**src/include/icmd_regs.svh**
```systemverilog
// Field positions, opcodes and constant words for the instruction decode stage.
`ifndef ICMD_REGS_SVH
`define ICMD_REGS_SVH
`define ICMD_F_OPCD 31:26
`define ICMD_F_RT 25:21
`define ICMD_F_RA 20:16
`define ICMD_F_RB 15:11
`define ICMD_F_XO 10:1
`define ICMD_F_AXO 5:1
`define ICMD_F_DS 1:0
`define ICMD_F_MDXO 4:2
`define ICMD_F_MDSXO 4:1
`define ICMD_F_FXM 19:12
`define ICMD_F_LO32 31:0
`define ICMD_F_HI32 63:32
`define ICMD_B_CMPL 21
`define ICMD_B_CMPRSV 22
`define ICMD_B_BODEC 23
`define ICMD_B_XRSV 0
`define ICMD_MSR_MODE 63
`define ICMD_NOP_WORD 32'h6000_0000
`define ICMD_ATTN_XO 10'h100
`define ICMD_OP_ZERO 6'h00
`define ICMD_OP_TDI 6'h02
`define ICMD_OP_CMPLI 6'h0a
`define ICMD_OP_CMPI 6'h0b
`define ICMD_OP_X19 6'h13
`define ICMD_OP_RLD 6'h1e
`define ICMD_OP_X31 6'h1f
`define ICMD_OP_LMW 6'h2e
`define ICMD_OP_LD64 6'h3a
`define ICMD_OP_FP59 6'h3b
`define ICMD_OP_ST64 6'h3e
`define ICMD_OP_FP63 6'h3f
`define ICMD_HI_ZERO 32'h0000_0000
`endif

```
**src/include/icmd_pkg.sv**
```systemverilog
// Types shared by the instruction decode stage.
package icmd_pkg;
  typedef enum logic [1:0] {
    CLS_DEF = 2'b00,
    CLS_ILL = 2'b01,
    CLS_RSV = 2'b10
  } icmd_class_e;
  typedef enum logic {
    ST_RUN = 1'b0,
    ST_TRAP = 1'b1
  } icmd_state_e;
endpackage : icmd_pkg

```
**src/include/icmd_core_if.sv**
```systemverilog
// Carrier between the decode stage and its form checker and address unit.
interface icmd_core_if;
  logic [31:0] instr;
  logic bad;
  logic mode64;
  logic [63:0] op_a;
  logic [63:0] op_b;
  logic [63:0] ea_sum;
  logic [63:0] mem_addr;
  modport top (output instr, output mode64, output op_a, output op_b,
               input bad, input ea_sum, input mem_addr);
  modport chk (input instr, output bad);
  modport ea (input mode64, input op_a, input op_b,
              output ea_sum, output mem_addr);
endinterface : icmd_core_if

```
**src/icmd_top.sv**
```systemverilog
// Instruction classification, exception request and computation-mode stage.
`include "icmd_regs.svh"
module icmd_top #(
  parameter bit IMPL64 = 1'b1,
  parameter bit HAS_BRIDGE = 1'b0,
  parameter bit OPT_FSQRT = 1'b1,
  parameter bit OPT_GRAPH = 1'b1,
  parameter bit OPT_EXTCTL = 1'b0,
  parameter bit OPT_TLB = 1'b1
) (
  // Clock and reset.
  input wire logic sys_clk,
  input wire logic sys_rst,
  // Fetch side.
  input wire logic fetch_valid,
  input wire logic [31:0] fetch_instr,
  output logic fetch_ready,
  // Machine state and operands.
  input wire logic [63:0] msr_val,
  input wire logic [63:0] base_val,
  input wire logic [63:0] index_val,
  input wire logic [63:0] result_val,
  input wire logic [63:0] loop_count_register,
  // Exception unit.
  input wire logic async_req,
  input wire logic exc_done,
  output logic async_take,
  output logic illegal_req,
  output logic dec_valid,
  output icmd_pkg::icmd_class_e dec_class,
  // Execution side.
  output logic issue_valid,
  output logic [31:0] issue_instr,
  output logic mode64,
  output logic cmp_word,
  output logic loop_count_zero,
  output logic slow_form,
  output logic nop_hint,
  output logic [63:0] mem_addr,
  output logic [63:0] update_ea,
  output logic [63:0] link_return_ea,
  output logic [63:0] wr_data
);
  // =====================================================================
  // Declarations
  icmd_core_if core ();
  icmd_pkg::icmd_state_e state_r;
  icmd_pkg::icmd_state_e state_nxt;
  icmd_pkg::icmd_class_e cls;
  icmd_pkg::icmd_class_e dec_class_r;
  logic fetch_ready_r;
  logic async_take_r;
  logic illegal_req_r;
  logic dec_valid_r;
  logic issue_valid_r;
  logic [31:0] issue_instr_r;
  logic mode64_r;
  logic mode64_nxt;
  logic cmp_word_r;
  logic loop_count_zero_r;
  logic slow_form_r;
  logic nop_hint_r;
  logic [63:0] mem_addr_r;
  logic [63:0] update_ea_r;
  logic [63:0] link_return_ea_r;
  logic [63:0] wr_data_r;
  logic [5:0] op;
  logic [9:0] xo;
  logic [4:0] axo;
  logic need64;
  logic need32br;
  logic needbr;
  logic opt_miss;
  logic width_bad;
  logic ill_any;
  logic accept;
  logic slow;
  // =====================================================================
  // Submodules
  icmd_form_check #(.IMPL64(IMPL64)) u_chk (.bus(core.chk));
  icmd_ea_unit #(.IMPL64(IMPL64)) u_ea (.bus(core.ea));
  assign core.instr = fetch_instr;
  assign core.op_a = base_val;
  assign core.op_b = index_val;
  assign core.mode64 = mode64_nxt;
  assign op = fetch_instr[`ICMD_F_OPCD];
  assign xo = fetch_instr[`ICMD_F_XO];
  assign axo = fetch_instr[`ICMD_F_AXO];
  assign mode64_nxt = IMPL64 && msr_val[`ICMD_MSR_MODE];
  assign accept = fetch_valid && fetch_ready_r;
  // =====================================================================
  // Opcode classification
  // primary and extended opcode
  always_comb begin
    cls = icmd_pkg::CLS_DEF;
    need64 = 1'b0;
    need32br = 1'b0;
    needbr = 1'b0;
    opt_miss = 1'b0;
    case (op)
      `ICMD_OP_ZERO: begin
        if (fetch_instr != '0 && xo == `ICMD_ATTN_XO) begin
          cls = icmd_pkg::CLS_RSV;
        end else begin
          cls = icmd_pkg::CLS_ILL;
        end
      end
      6'h01, 6'h04, 6'h05, 6'h06, 6'h09, 6'h16, 6'h38, 6'h39, 6'h3c, 6'h3d: begin
        cls = icmd_pkg::CLS_ILL;
      end
      `ICMD_OP_TDI: need64 = 1'b1;
      `ICMD_OP_X19: begin
        case (xo)
          10'h000, 10'h010, 10'h021, 10'h081, 10'h0c1, 10'h0e1, 10'h101,
          10'h121, 10'h1a1, 10'h1c1, 10'h210, 10'h096: cls = icmd_pkg::CLS_DEF;
          10'h012: need64 = 1'b1;
          10'h032: need32br = 1'b1;
          default: cls = icmd_pkg::CLS_ILL;
        endcase
      end
      `ICMD_OP_RLD: begin
        need64 = 1'b1;
        if (fetch_instr[`ICMD_F_MDXO] > 3'h4 &&
            fetch_instr[`ICMD_F_MDSXO] != 4'h8 && fetch_instr[`ICMD_F_MDSXO] != 4'h9) begin
          cls = icmd_pkg::CLS_ILL;
        end
      end
      `ICMD_OP_X31: begin
        case (xo)
          10'h015, 10'h035, 10'h095, 10'h0b5, 10'h01b, 10'h21b, 10'h31a, 10'h03a,
          10'h009, 10'h049, 10'h0e9, 10'h1e9, 10'h1c9, 10'h2e9, 10'h3e9, 10'h3c9,
          10'h054, 10'h0d6, 10'h155, 10'h175, 10'h3da, 10'h044, 10'h33a, 10'h33b: begin
            need64 = 1'b1;
          end
          10'h0d2, 10'h0f2, 10'h253, 10'h293: need32br = 1'b1;
          10'h052, 10'h072: needbr = 1'b1;
          10'h136, 10'h1b6: opt_miss = !OPT_EXTCTL;
          10'h172, 10'h132, 10'h112, 10'h236: opt_miss = !OPT_TLB;
          10'h1f2, 10'h1b2: begin
            need64 = 1'b1;
            opt_miss = !OPT_TLB;
          end
          default: cls = icmd_pkg::CLS_DEF;
        endcase
      end
      `ICMD_OP_LD64: begin
        need64 = 1'b1;
        if (fetch_instr[`ICMD_F_DS] == 2'h3) begin
          cls = icmd_pkg::CLS_ILL;
        end
      end
      `ICMD_OP_ST64: begin
        need64 = 1'b1;
        if (fetch_instr[`ICMD_F_DS] > 2'h1) begin
          cls = icmd_pkg::CLS_ILL;
        end
      end
      `ICMD_OP_FP59: begin
        case (axo)
          5'h12, 5'h14, 5'h15, 5'h19, 5'h1c, 5'h1d, 5'h1e, 5'h1f: cls = icmd_pkg::CLS_DEF;
          5'h16: opt_miss = !OPT_FSQRT;
          5'h18: opt_miss = !OPT_GRAPH;
          default: cls = icmd_pkg::CLS_ILL;
        endcase
      end
      `ICMD_OP_FP63: begin
        if (axo[4]) begin
          case (axo)
            5'h12, 5'h14, 5'h15, 5'h19, 5'h1c, 5'h1d, 5'h1e, 5'h1f: cls = icmd_pkg::CLS_DEF;
            5'h16: opt_miss = !OPT_FSQRT;
            5'h17, 5'h1a: opt_miss = !OPT_GRAPH;
            default: cls = icmd_pkg::CLS_ILL;
          endcase
        end else begin
          case (xo)
            10'h000, 10'h00c, 10'h00e, 10'h00f, 10'h020, 10'h026, 10'h028, 10'h040,
            10'h046, 10'h048, 10'h086, 10'h088, 10'h108, 10'h247, 10'h2c7: begin
              cls = icmd_pkg::CLS_DEF;
            end
            10'h32e, 10'h32f, 10'h34e: need64 = 1'b1;
            default: cls = icmd_pkg::CLS_ILL;
          endcase
        end
      end
      default: cls = icmd_pkg::CLS_DEF;
    endcase
  end
  // =====================================================================
  // Trap request
  // width-specific instructions
  assign width_bad = (need64 && !IMPL64) || (need32br && IMPL64 && !HAS_BRIDGE) ||
                     (needbr && !(IMPL64 && HAS_BRIDGE));
  assign ill_any = (cls != icmd_pkg::CLS_DEF) || width_bad || opt_miss || core.bad;
  assign slow = (op == `ICMD_OP_X31) && (xo == 10'h090) &&
                !$onehot(fetch_instr[`ICMD_F_FXM]);
  // =====================================================================
  // Sequencer
  // stop fetch after trap
  always_comb begin
    state_nxt = state_r;
    case (state_r)
      icmd_pkg::ST_RUN: begin
        if ((accept && ill_any) || async_req) begin
          state_nxt = icmd_pkg::ST_TRAP;
        end
      end
      icmd_pkg::ST_TRAP: begin
        if (exc_done) begin
          state_nxt = icmd_pkg::ST_RUN;
        end
      end
      default: state_nxt = icmd_pkg::ST_RUN;
    endcase
  end
  always_ff @(posedge sys_clk) begin
    if (sys_rst) begin
      state_r <= icmd_pkg::ST_RUN;
      fetch_ready_r <= 1'b1;
      async_take_r <= 1'b0;
    end else begin
      state_r <= state_nxt;
      fetch_ready_r <= (state_nxt == icmd_pkg::ST_RUN);
      async_take_r <= (state_r == icmd_pkg::ST_RUN) && async_req && !(accept && ill_any);
    end
  end
  // =====================================================================
  // Decode outputs
  // class with request
  always_ff @(posedge sys_clk) begin
    if (sys_rst) begin
      dec_valid_r <= 1'b0;
      illegal_req_r <= 1'b0;
      issue_valid_r <= 1'b0;
      dec_class_r <= icmd_pkg::CLS_DEF;
      issue_instr_r <= '0;
      slow_form_r <= 1'b0;
      nop_hint_r <= 1'b0;
    end else begin
      dec_valid_r <= accept;
      illegal_req_r <= accept && ill_any;
      issue_valid_r <= accept && !ill_any;
      if (accept) begin
        dec_class_r <= width_bad ? icmd_pkg::CLS_ILL : cls;
        issue_instr_r <= fetch_instr;
        slow_form_r <= slow;
        nop_hint_r <= (fetch_instr == `ICMD_NOP_WORD);
      end
    end
  end
  // =====================================================================
  // Mode-dependent datapath
  // mode steers compare and test
  always_ff @(posedge sys_clk) begin
    if (sys_rst) begin
      mode64_r <= IMPL64;
      cmp_word_r <= !IMPL64;
      loop_count_zero_r <= 1'b0;
      mem_addr_r <= '0;
      update_ea_r <= '0;
      link_return_ea_r <= '0;
      wr_data_r <= '0;
    end else begin
      mode64_r <= mode64_nxt;
      cmp_word_r <= !mode64_nxt;
      loop_count_zero_r <= mode64_nxt ? (loop_count_register == '0) :
                           (loop_count_register[`ICMD_F_LO32] == '0);
      mem_addr_r <= core.mem_addr;
      update_ea_r <= core.ea_sum;
      link_return_ea_r <= core.mem_addr;
      wr_data_r <= IMPL64 ? result_val : {`ICMD_HI_ZERO, result_val[`ICMD_F_LO32]};
    end
  end
  assign fetch_ready = fetch_ready_r;
  assign async_take = async_take_r;
  assign illegal_req = illegal_req_r;
  assign dec_valid = dec_valid_r;
  assign dec_class = dec_class_r;
  assign issue_valid = issue_valid_r;
  assign issue_instr = issue_instr_r;
  assign mode64 = mode64_r;
  assign cmp_word = cmp_word_r;
  assign loop_count_zero = loop_count_zero_r;
  assign slow_form = slow_form_r;
  assign nop_hint = nop_hint_r;
  assign mem_addr = mem_addr_r;
  assign update_ea = update_ea_r;
  assign link_return_ea = link_return_ea_r;
  assign wr_data = wr_data_r;
endmodule : icmd_top

```
**src/icmd_form_check.sv**
```systemverilog
// Detection of invalid operand encodings in defined instructions.
`include "icmd_regs.svh"
module icmd_form_check #(
  parameter bit IMPL64 = 1'b1
) (
  // Instruction in, verdict out.
  icmd_core_if.chk bus
);
  logic [5:0] op;
  logic [4:0] rt;
  logic [4:0] ra;
  logic [4:0] rb;
  logic [9:0] xo;
  logic ra_bad;
  logic cmp_bad;
  assign op = bus.instr[`ICMD_F_OPCD];
  assign rt = bus.instr[`ICMD_F_RT];
  assign ra = bus.instr[`ICMD_F_RA];
  assign rb = bus.instr[`ICMD_F_RB];
  assign xo = bus.instr[`ICMD_F_XO];
  assign ra_bad = (ra == 5'h00) || (ra == rt);
  assign cmp_bad = bus.instr[`ICMD_B_CMPRSV] || (!IMPL64 && bus.instr[`ICMD_B_CMPL]);
  // =====================================================================
  // Operand checks
  // reserved bits and operands
  always_comb begin
    bus.bad = 1'b0;
    case (op)
      6'h21, 6'h23, 6'h29, 6'h2b: bus.bad = ra_bad;
      6'h25, 6'h27, 6'h2d, 6'h31, 6'h33, 6'h35, 6'h37: bus.bad = (ra == 5'h00);
      `ICMD_OP_LMW: bus.bad = (ra >= rt);
      `ICMD_OP_LD64: bus.bad = (bus.instr[`ICMD_F_DS] == 2'h1) && ra_bad;
      `ICMD_OP_ST64: bus.bad = (bus.instr[`ICMD_F_DS] == 2'h1) && (ra == 5'h00);
      `ICMD_OP_CMPLI, `ICMD_OP_CMPI: bus.bad = cmp_bad;
      `ICMD_OP_X19: begin
        if (xo == 10'h010 || xo == 10'h210) begin
          bus.bad = (rb != 5'h00) || (xo == 10'h210 && !bus.instr[`ICMD_B_BODEC]);
        end
      end
      `ICMD_OP_X31: begin
        case (xo)
          10'h000, 10'h020: bus.bad = cmp_bad || bus.instr[`ICMD_B_XRSV];
          10'h037, 10'h077, 10'h137, 10'h177, 10'h035, 10'h175: bus.bad = ra_bad;
          10'h0b7, 10'h0f7, 10'h1b7, 10'h0b5, 10'h237, 10'h277, 10'h2b7, 10'h2f7: begin
            bus.bad = (ra == 5'h00);
          end
          10'h255: bus.bad = (ra == rt);
          10'h215: bus.bad = (ra == rt) || (rb == rt);
          default: bus.bad = 1'b0;
        endcase
      end
      default: bus.bad = 1'b0;
    endcase
  end
endmodule : icmd_form_check

```
**src/icmd_ea_unit.sv**
```systemverilog
// Effective address sum and mode-dependent memory address.
`include "icmd_regs.svh"
module icmd_ea_unit #(
  parameter bit IMPL64 = 1'b1
) (
  // Operands in, addresses out.
  icmd_core_if.ea bus
);
  logic [63:0] a;
  logic [63:0] b;
  logic [63:0] sum;
  // =====================================================================
  // Address arithmetic
  always_comb begin
    a = IMPL64 ? bus.op_a : {`ICMD_HI_ZERO, bus.op_a[`ICMD_F_LO32]};
    b = IMPL64 ? bus.op_b : {`ICMD_HI_ZERO, bus.op_b[`ICMD_F_LO32]};
    sum = a + b;
    bus.ea_sum = sum;
    bus.mem_addr = bus.mode64 ? sum : {`ICMD_HI_ZERO, sum[`ICMD_F_LO32]};
  end
endmodule : icmd_ea_unit

```
**config.mk**
```make
export PLATFORM = sky130hd
export DESIGN_NAME = icmd_top
export DESIGN_NICKNAME = d
export VERILOG_FILES = /design/src/include/icmd_pkg.sv /design/src/include/icmd_core_if.sv /design/src/icmd_top.sv /design/src/icmd_form_check.sv /design/src/icmd_ea_unit.sv
export VERILOG_INCLUDE_DIRS = /design/src /design/src/include
export SDC_FILE = /design/constraint.sdc
export NUM_CORES = 1
export LEC_CHECK = 0
export CAP_MARGIN = 15
export CORE_AREA = 2 2 256 258
export CTS_CLUSTER_SIZE = 30
export DETAILED_ROUTE_END_ITERATION = 8
export DIE_AREA = 0 0 258 260
export DONT_BUFFER_PORTS = 1
export PLACE_DENSITY_LB_ADDON = 0.08
export SYNTH_ARGS = -nofsm -noshare
export SYNTH_HDL_FRONTEND = slang
export SYNTH_SLANG_ARGS = --single-unit
```
**constraint.sdc**
```tcl
create_clock -name sys_clk -period 6.4 [get_ports sys_clk]
set_input_delay 0.96 -clock sys_clk [delete_from_list [all_inputs] [get_ports sys_clk]]
set_output_delay 0.96 -clock sys_clk [all_outputs]
set_load 0.02 [all_outputs]
```
==> run metrics, run 1 <==
outcome finished, final reports clean; vias 9602; Routed met2 length 24010 um; CORE AREA 0.06412 sq mm; Setup TNS Final 0 ps; actual slew at the worst max-slew pin 792.8 ps; switching part of the total 0.3509; Synth cell types 88; EDFF count, synth 0; pre-CTS WS 2117 ps; syn_nets 1871; Critical Path End Type register; IO Pins 657; wire length on met1 20580 um; Design Area, Final 0.01272 sq mm; critical path depth in cells 12; Critical Path Start base_val[0]; sequential cell area 0.004104 sq mm; final net count 1729; starting density of the core 0.1866; drt initial violations 514; CTS Root Cell clkbuf_16; final hold vios 0; Die Height 260 um; share of the synthesized area in the top cell type 0.3430; MaxCap Viol Count 0; first-pass GRT wire length 69190 um; Cells after DPL 2122; max layer used met4; wire per inst 22.35 um; Pint 2.467 mW; critical path endpoint link_return_ea[46]; Top Family by Delay on Critical Path compound AO/OA/AOI/OAI gates; # fillers 7189; ys async rst share 0; Post-CTS Setup Inserts 0; minimum clock period 3631 ps; Antenna Nets Post-Route 0; LEAKAGE 4.812 nW; Setup crit start kind input port; CTS buffer count 26; max-slew violation count 0; Fin Hold WS 460.8 ps; crit-path cells ha_1 > inv_1 > fa_1 > nand2b_1 > a211oi_2 > o21ai_1 > a21oi_1 > o21ai_2 > a2111oi_4 > nor2_2 > xnor2_1 > nor2_1; crit path buf inv count 1; relative slew slack 0.4666; Gate power share 0.170; DRC errors left 0; final setup margin 2769 ps; area of the multi-input gates 0.006570 sq mm; Worst Path Required 6820 ps; worst min-delay path class input port to register; cell count after synthesis 1437; Main synth FF type dfxtp_1; initial antenna violation count 4; number of global-route vias before repair 10.04k; syn avg cell area 8.327 sq um; clk sinks 205; area added between synthesis and finish 6.315%; Final Wtd Congestion 0.7668; unrepaired setup endpoints after global routing no; Port Buf Inserts 0; largest net degree at the start of global routing 181; post-synthesis instance area 0.01197 sq mm; Die X 258 um; Std-Cell Rows 93; CTS H-tree depth 1; gr ovfl total 0; R2R Path End nop_hint; Reg power frac 0.452; Slowest-stage cell, CP a2111oi_4; cell area power density 298.7 mW/mm^2; Die Area 0.06708 sq mm; reg2reg setup slack 4860 ps; Met3 Routed Length 2951 um; maximum VDD drop 0.1786 mV; clock network fraction of total power 0.378; CTS tree yes; TritonRoute pass-1 iters 4; Reg2Reg Depth 5; detailed placement HPWL 38290 um; r2r startpoint fetch_ready; Largest stage delay, worst path 540 ps; CTS Buffer Depth 3; Resized Gates After CTS 0; yosys warns 0; largest area contributor in the netlist dfxtp_1; hold buffers post-CTS 0; Final period util 0.5673; Routed WL 48520 um; Worst-path clk slew 60 ps; Post-DP Area 0.01190 sq mm; Via density 4.423; top post-synthesis cells by area dfxtp_1 (34%), ha_1 (7.5%), buf_4 (6.1%), a21oi_1 (4.8%), nand2_1 (4.3%); Final setup viols 0; Worst Skew 2.700 ps; synthesis-stage register bit count 205; Max Clock Freq 0.2754 GHz; CP Max Fanout 4; GRT Resource Usage Total 0.1363; sequential element share of the synthesized area 0.3430; layout cells sized above 1 0.05793; clock latency on the worst-skew pair 560 ps; Setup CP Type input port to register; non-filler cells, final 2171; signal arrival time at the worst endpoint 4050 ps; P_sw 1.334 mW
-- cell type report --
class                   instances  area share
repair buffers                  3    0.001770
diodes                          4   0.0007868
clock inverters                 7    0.005901
flip-flops and latches        205      0.3226
multi-input cells            1023      0.5164
inverters                      36     0.01062
well taps                     855     0.08409
clock buffers                  38     0.05783
-- logic make-up after synthesis --
| kind of cell | share of synthesized area |
|---|---|
| AND/OR/NAND/NOR | 0.2389 |
| AO/OA/AOI/OAI | 0.1819 |
| buffers and inverters | 0.1082 |
| flip-flops | 0.3430 |
| adder cells (fa/ha/maj) | 0.08448 |
| XOR/XNOR | 0.04099 |
| multiplexers | 0.002510 |
-- stage by stage --
stage | util | power, mW
floorplan | - | 2.318
global placement | 0.1856 | 2.415
detailed placement | 0.1856 | 2.409
CTS | 0.1983 | 3.900
global route | 0.1984 | 4.030
finish | 0.1984 | 3.800
-- worst register-to-register path, cell delays in order, from the launching register on --
cell,delay [ps]
dfxtp_1,460
nand2_1,80
buf_4,280
nor4_1,490
a21oi_1,70
nor2_1,90
-- worst min path at each step --
stage | startpoint | to | slack [ps] | cells after the start
2_1_floorplan | state_r | async_take | 460 | 1
3_3_place_gp | state_r | async_take | 480 | 1
3_5_place_dp | state_r | async_take | 480 | 1
4_1_cts | sys_rst | wr_data[8] | 420 | 1
5_1_grt | sys_rst | wr_data[8] | 420 | 1
6_report | sys_rst | wr_data[11] | 460 | 1
-- power by group through the flow --
stage               combinational [mW]  clock, mW  sequential [mW]
floorplan                        0.712          0             1.61
global placement                 0.659          0             1.76
detailed placement               0.656          0             1.75
CTS                              0.660       1.51             1.73
global route                     0.736       1.56             1.73
finish                           0.645       1.44             1.72
-- per-layer routing --
metal	vias up	track usage
met2	344	0.2391
met5	-	0
li1	4653	-
met4	0	0.03805
met3	42	0.02982
met1	4563	0.1672
-- registers in the layout (all words and copies together) (netlist names), 2 cells and up --
register,count
dec_class,2
issue_instr,32
link_return_ea,32
update_ea,64
wr_data,64
-- cell usage in the layout (no fill, tap or decap), types with 11 or more instances in the layout --
| master | instances |
|---|---|
| xnor2_1 | 31 |
| dfxtp_1 | 205 |
| ha_1 | 72 |
| o21ai_0 | 42 |
| o21bai_1 | 11 |
| nor4_1 | 38 |
| nor2b_1 | 77 |
| a21oi_1 | 114 |
| clkbuf_16 | 26 |
| nand2_1 | 138 |
| o21a_1 | 11 |
| inv_1 | 36 |
| a21o_1 | 36 |
| xor2_1 | 25 |
| and2_1 | 14 |
| nand2b_1 | 15 |
| nand3_1 | 26 |
| nand4_1 | 34 |
| nor2_1 | 137 |
| a31oi_1 | 17 |
| o211ai_1 | 11 |
| nor3_1 | 23 |
-- synthesized netlist by cell type (6+ instances only) --
cell type / instances
dfxtp_1: 205
nand2_1: 138
nor2_1: 137
a21oi_1: 114
buf_4: 98
nor2b_1: 77
ha_1: 72
clkbuf_1: 47
o21ai_0: 42
nor4_1: 38
a21o_1: 36
inv_1: 36
nand4_1: 34
xnor2_1: 31
nand3_1: 26
xor2_1: 25
nor3_1: 23
a31oi_1: 17
nand2b_1: 16
and2_1: 14
clkbuf_8: 11
o211ai_1: 11
o21a_1: 11
o21bai_1: 11
and3_1: 10
nor3b_1: 9
buf_2: 8
o21ai_1: 8
or3_1: 7
o31ai_1: 6
or4_1: 6
Power figures use the tool's default switching activity.
==> run 2, diff against run 1 <==
- clock period: 6.4 -> 3.7 ns (I/O delays scaled with it)
==> run metrics, run 2 (same netlist as run 1, synthesis figures left out) <==
commonest cells after routing, fill and taps aside dfxtp_1 (205), nand2_1 (138), nor2_1 (137); maximum VDD drop 0.3231 mV; Final setup viols 0; Post-CTS Setup Inserts 0; largest net degree at the start of global routing 181; TritonRoute pass-1 iters 5; CTS Root Cell clkbuf_16; IO Pins 657; most common cell after layout, fill and taps aside dfxtp_1; unrepaired setup endpoints after global routing no; Die Area 0.06708 sq mm; Worst-path clk slew 60 ps; Port Buf Inserts 0; clock latency on the worst-skew pair 570 ps; worst min-delay path class input port to register; Hold Path End wr_data[42]; Die Height 260 um; wire per inst 22.27 um; starting density of the core 0.1866; r2r startpoint fetch_ready; Worst Path Required 4140 ps; Final Wtd Congestion 0.7689; Setup TNS Final 0 ps; CTS H-tree depth 1; CORE AREA 0.06412 sq mm; final hold vios 0; final net count 1758; CTS buffer count 28; reg2reg setup slack 1950 ps; Die X 258 um; initial antenna violation count 4; Via density 4.470; number of global-route vias before repair 10.11k; DRC errors left 0; Reg2Reg Depth 4; relative slew slack 0.5346; drt initial violations 506; LEAKAGE 5.013 nW; signal arrival time at the worst endpoint 3460 ps; Critical Path End Type register; detailed placement HPWL 39100 um; Setup crit start kind input port; Cells on Worst Hold Path 1; Final period util 0.8158; final setup margin 681.5 ps; actual slew at the worst max-slew pin 697.1 ps; pre-CTS WS 58.57 ps; gr ovfl total 0; layout cells sized above 1 0.08036; Resized Gates After CTS 0; Worst Skew 3.535 ps; Setup CP Type input port to register; vias 9842; CTS tree yes; Antenna Nets Post-Route 0; max-slew violation count 0; GRT Resource Usage Total 0.1375; Max Clock Freq 0.3313 GHz; Std-Cell Rows 93; CP Max Fanout 7; clk sinks 205; area added between synthesis and finish 9.442%; minimum clock period 3018 ps; MaxCap Viol Count 0; outcome finished, final reports clean; CTS Buffer Depth 3; R2R Path End slow_form; Routed WL 49040 um; # fillers 7108; cell area power density 536.8 mW/mm^2; first-pass GRT wire length 69940 um; hold_sp sys_rst
[run 2: through the flow]
| stage | hold slack, ps | instance area, sq um | power, mW | cells | utilization |
|---|---|---|---|---|---|
| floorplan | 464.3 | 11970 | 4.009 | 1437 | - |
| detailed placement | 486.7 | 12090 | 4.219 | 2147 | 0.1886 |
| CTS | 1.786 | 13070 | 7.204 | 2197 | 0.2038 |
| finish | 60.51 | 13100 | 7.031 | 2202 | 0.2043 |
| global placement | 477.5 | 12090 | 4.226 | 2147 | 0.1886 |
| global route | 14.61 | 13100 | 7.438 | 2202 | 0.2043 |
[run 2: cell type report]
cell class	count	area, sq um	share of cell area
Multi-Input combinational cell	1023	6570	0.5017
Sequential cell	205	4104	0.3134
Tap cell	855	1070	0.08169
Clock buffer	40	805.8	0.06153
Timing Repair Buffer	30	230.2	0.01758
Clock inverter	10	173.9	0.01328
Inverter	36	135.1	0.01032
Antenna cell	3	7.507	0.0005732
[run 2: power by group]
part / switching (mW) / leakage (nW) / internal, mW / total [mW]
combinational: 0.705 / 2.84 / 0.461 / 1.17
clock: 1.10 / 0.471 / 1.79 / 2.89
sequential: 0.571 / 1.70 / 2.41 / 2.98
[run 2: layer usage]
metal | GRT usage | share of wire | vias to the layer above
met2 | 0.2437 | 0.50 | 348
met5 | 0 | 0 | -
met4 | 0.03243 | 0.017 | 0
met3 | 0.02807 | 0.058 | 41
li1 | - | - | 4713
met1 | 0.1700 | 0.43 | 4740
[run 2: worst max path at each step]
stage                    start                 end  slack, ps  cells after the start
4_1_cts            base_val[0]  link_return_ea[52]        700                     12
5_1_grt            base_val[0]  link_return_ea[52]        520                     12
2_1_floorplan  fetch_instr[12]           slow_form        410                     11
3_3_place_gp       base_val[0]  link_return_ea[52]         90                     12
6_report          base_val[17]  link_return_ea[62]        680                     13
3_5_place_dp       base_val[0]  link_return_ea[52]         60                     12
[run 2: what timing repair did]
action / 4_1_cts / 5_1_grt
hold buffers: 0 / 2
endpoints found under the hold margin: 0 / 1
endpoints found under the setup margin: 0 / 0
[run 2: worst max-delay path, stage by stage]
cell and delay (ps):
ha_1 390, a21oi_1 270, o21ai_1 150, a211oi_1 370, buf_4 200, o31ai_4 60, o21ai_2 350, a2111oi_4 120
buf_4 180, nor2_2 170, buf_4 150, nor4_1 30, or4_1 440
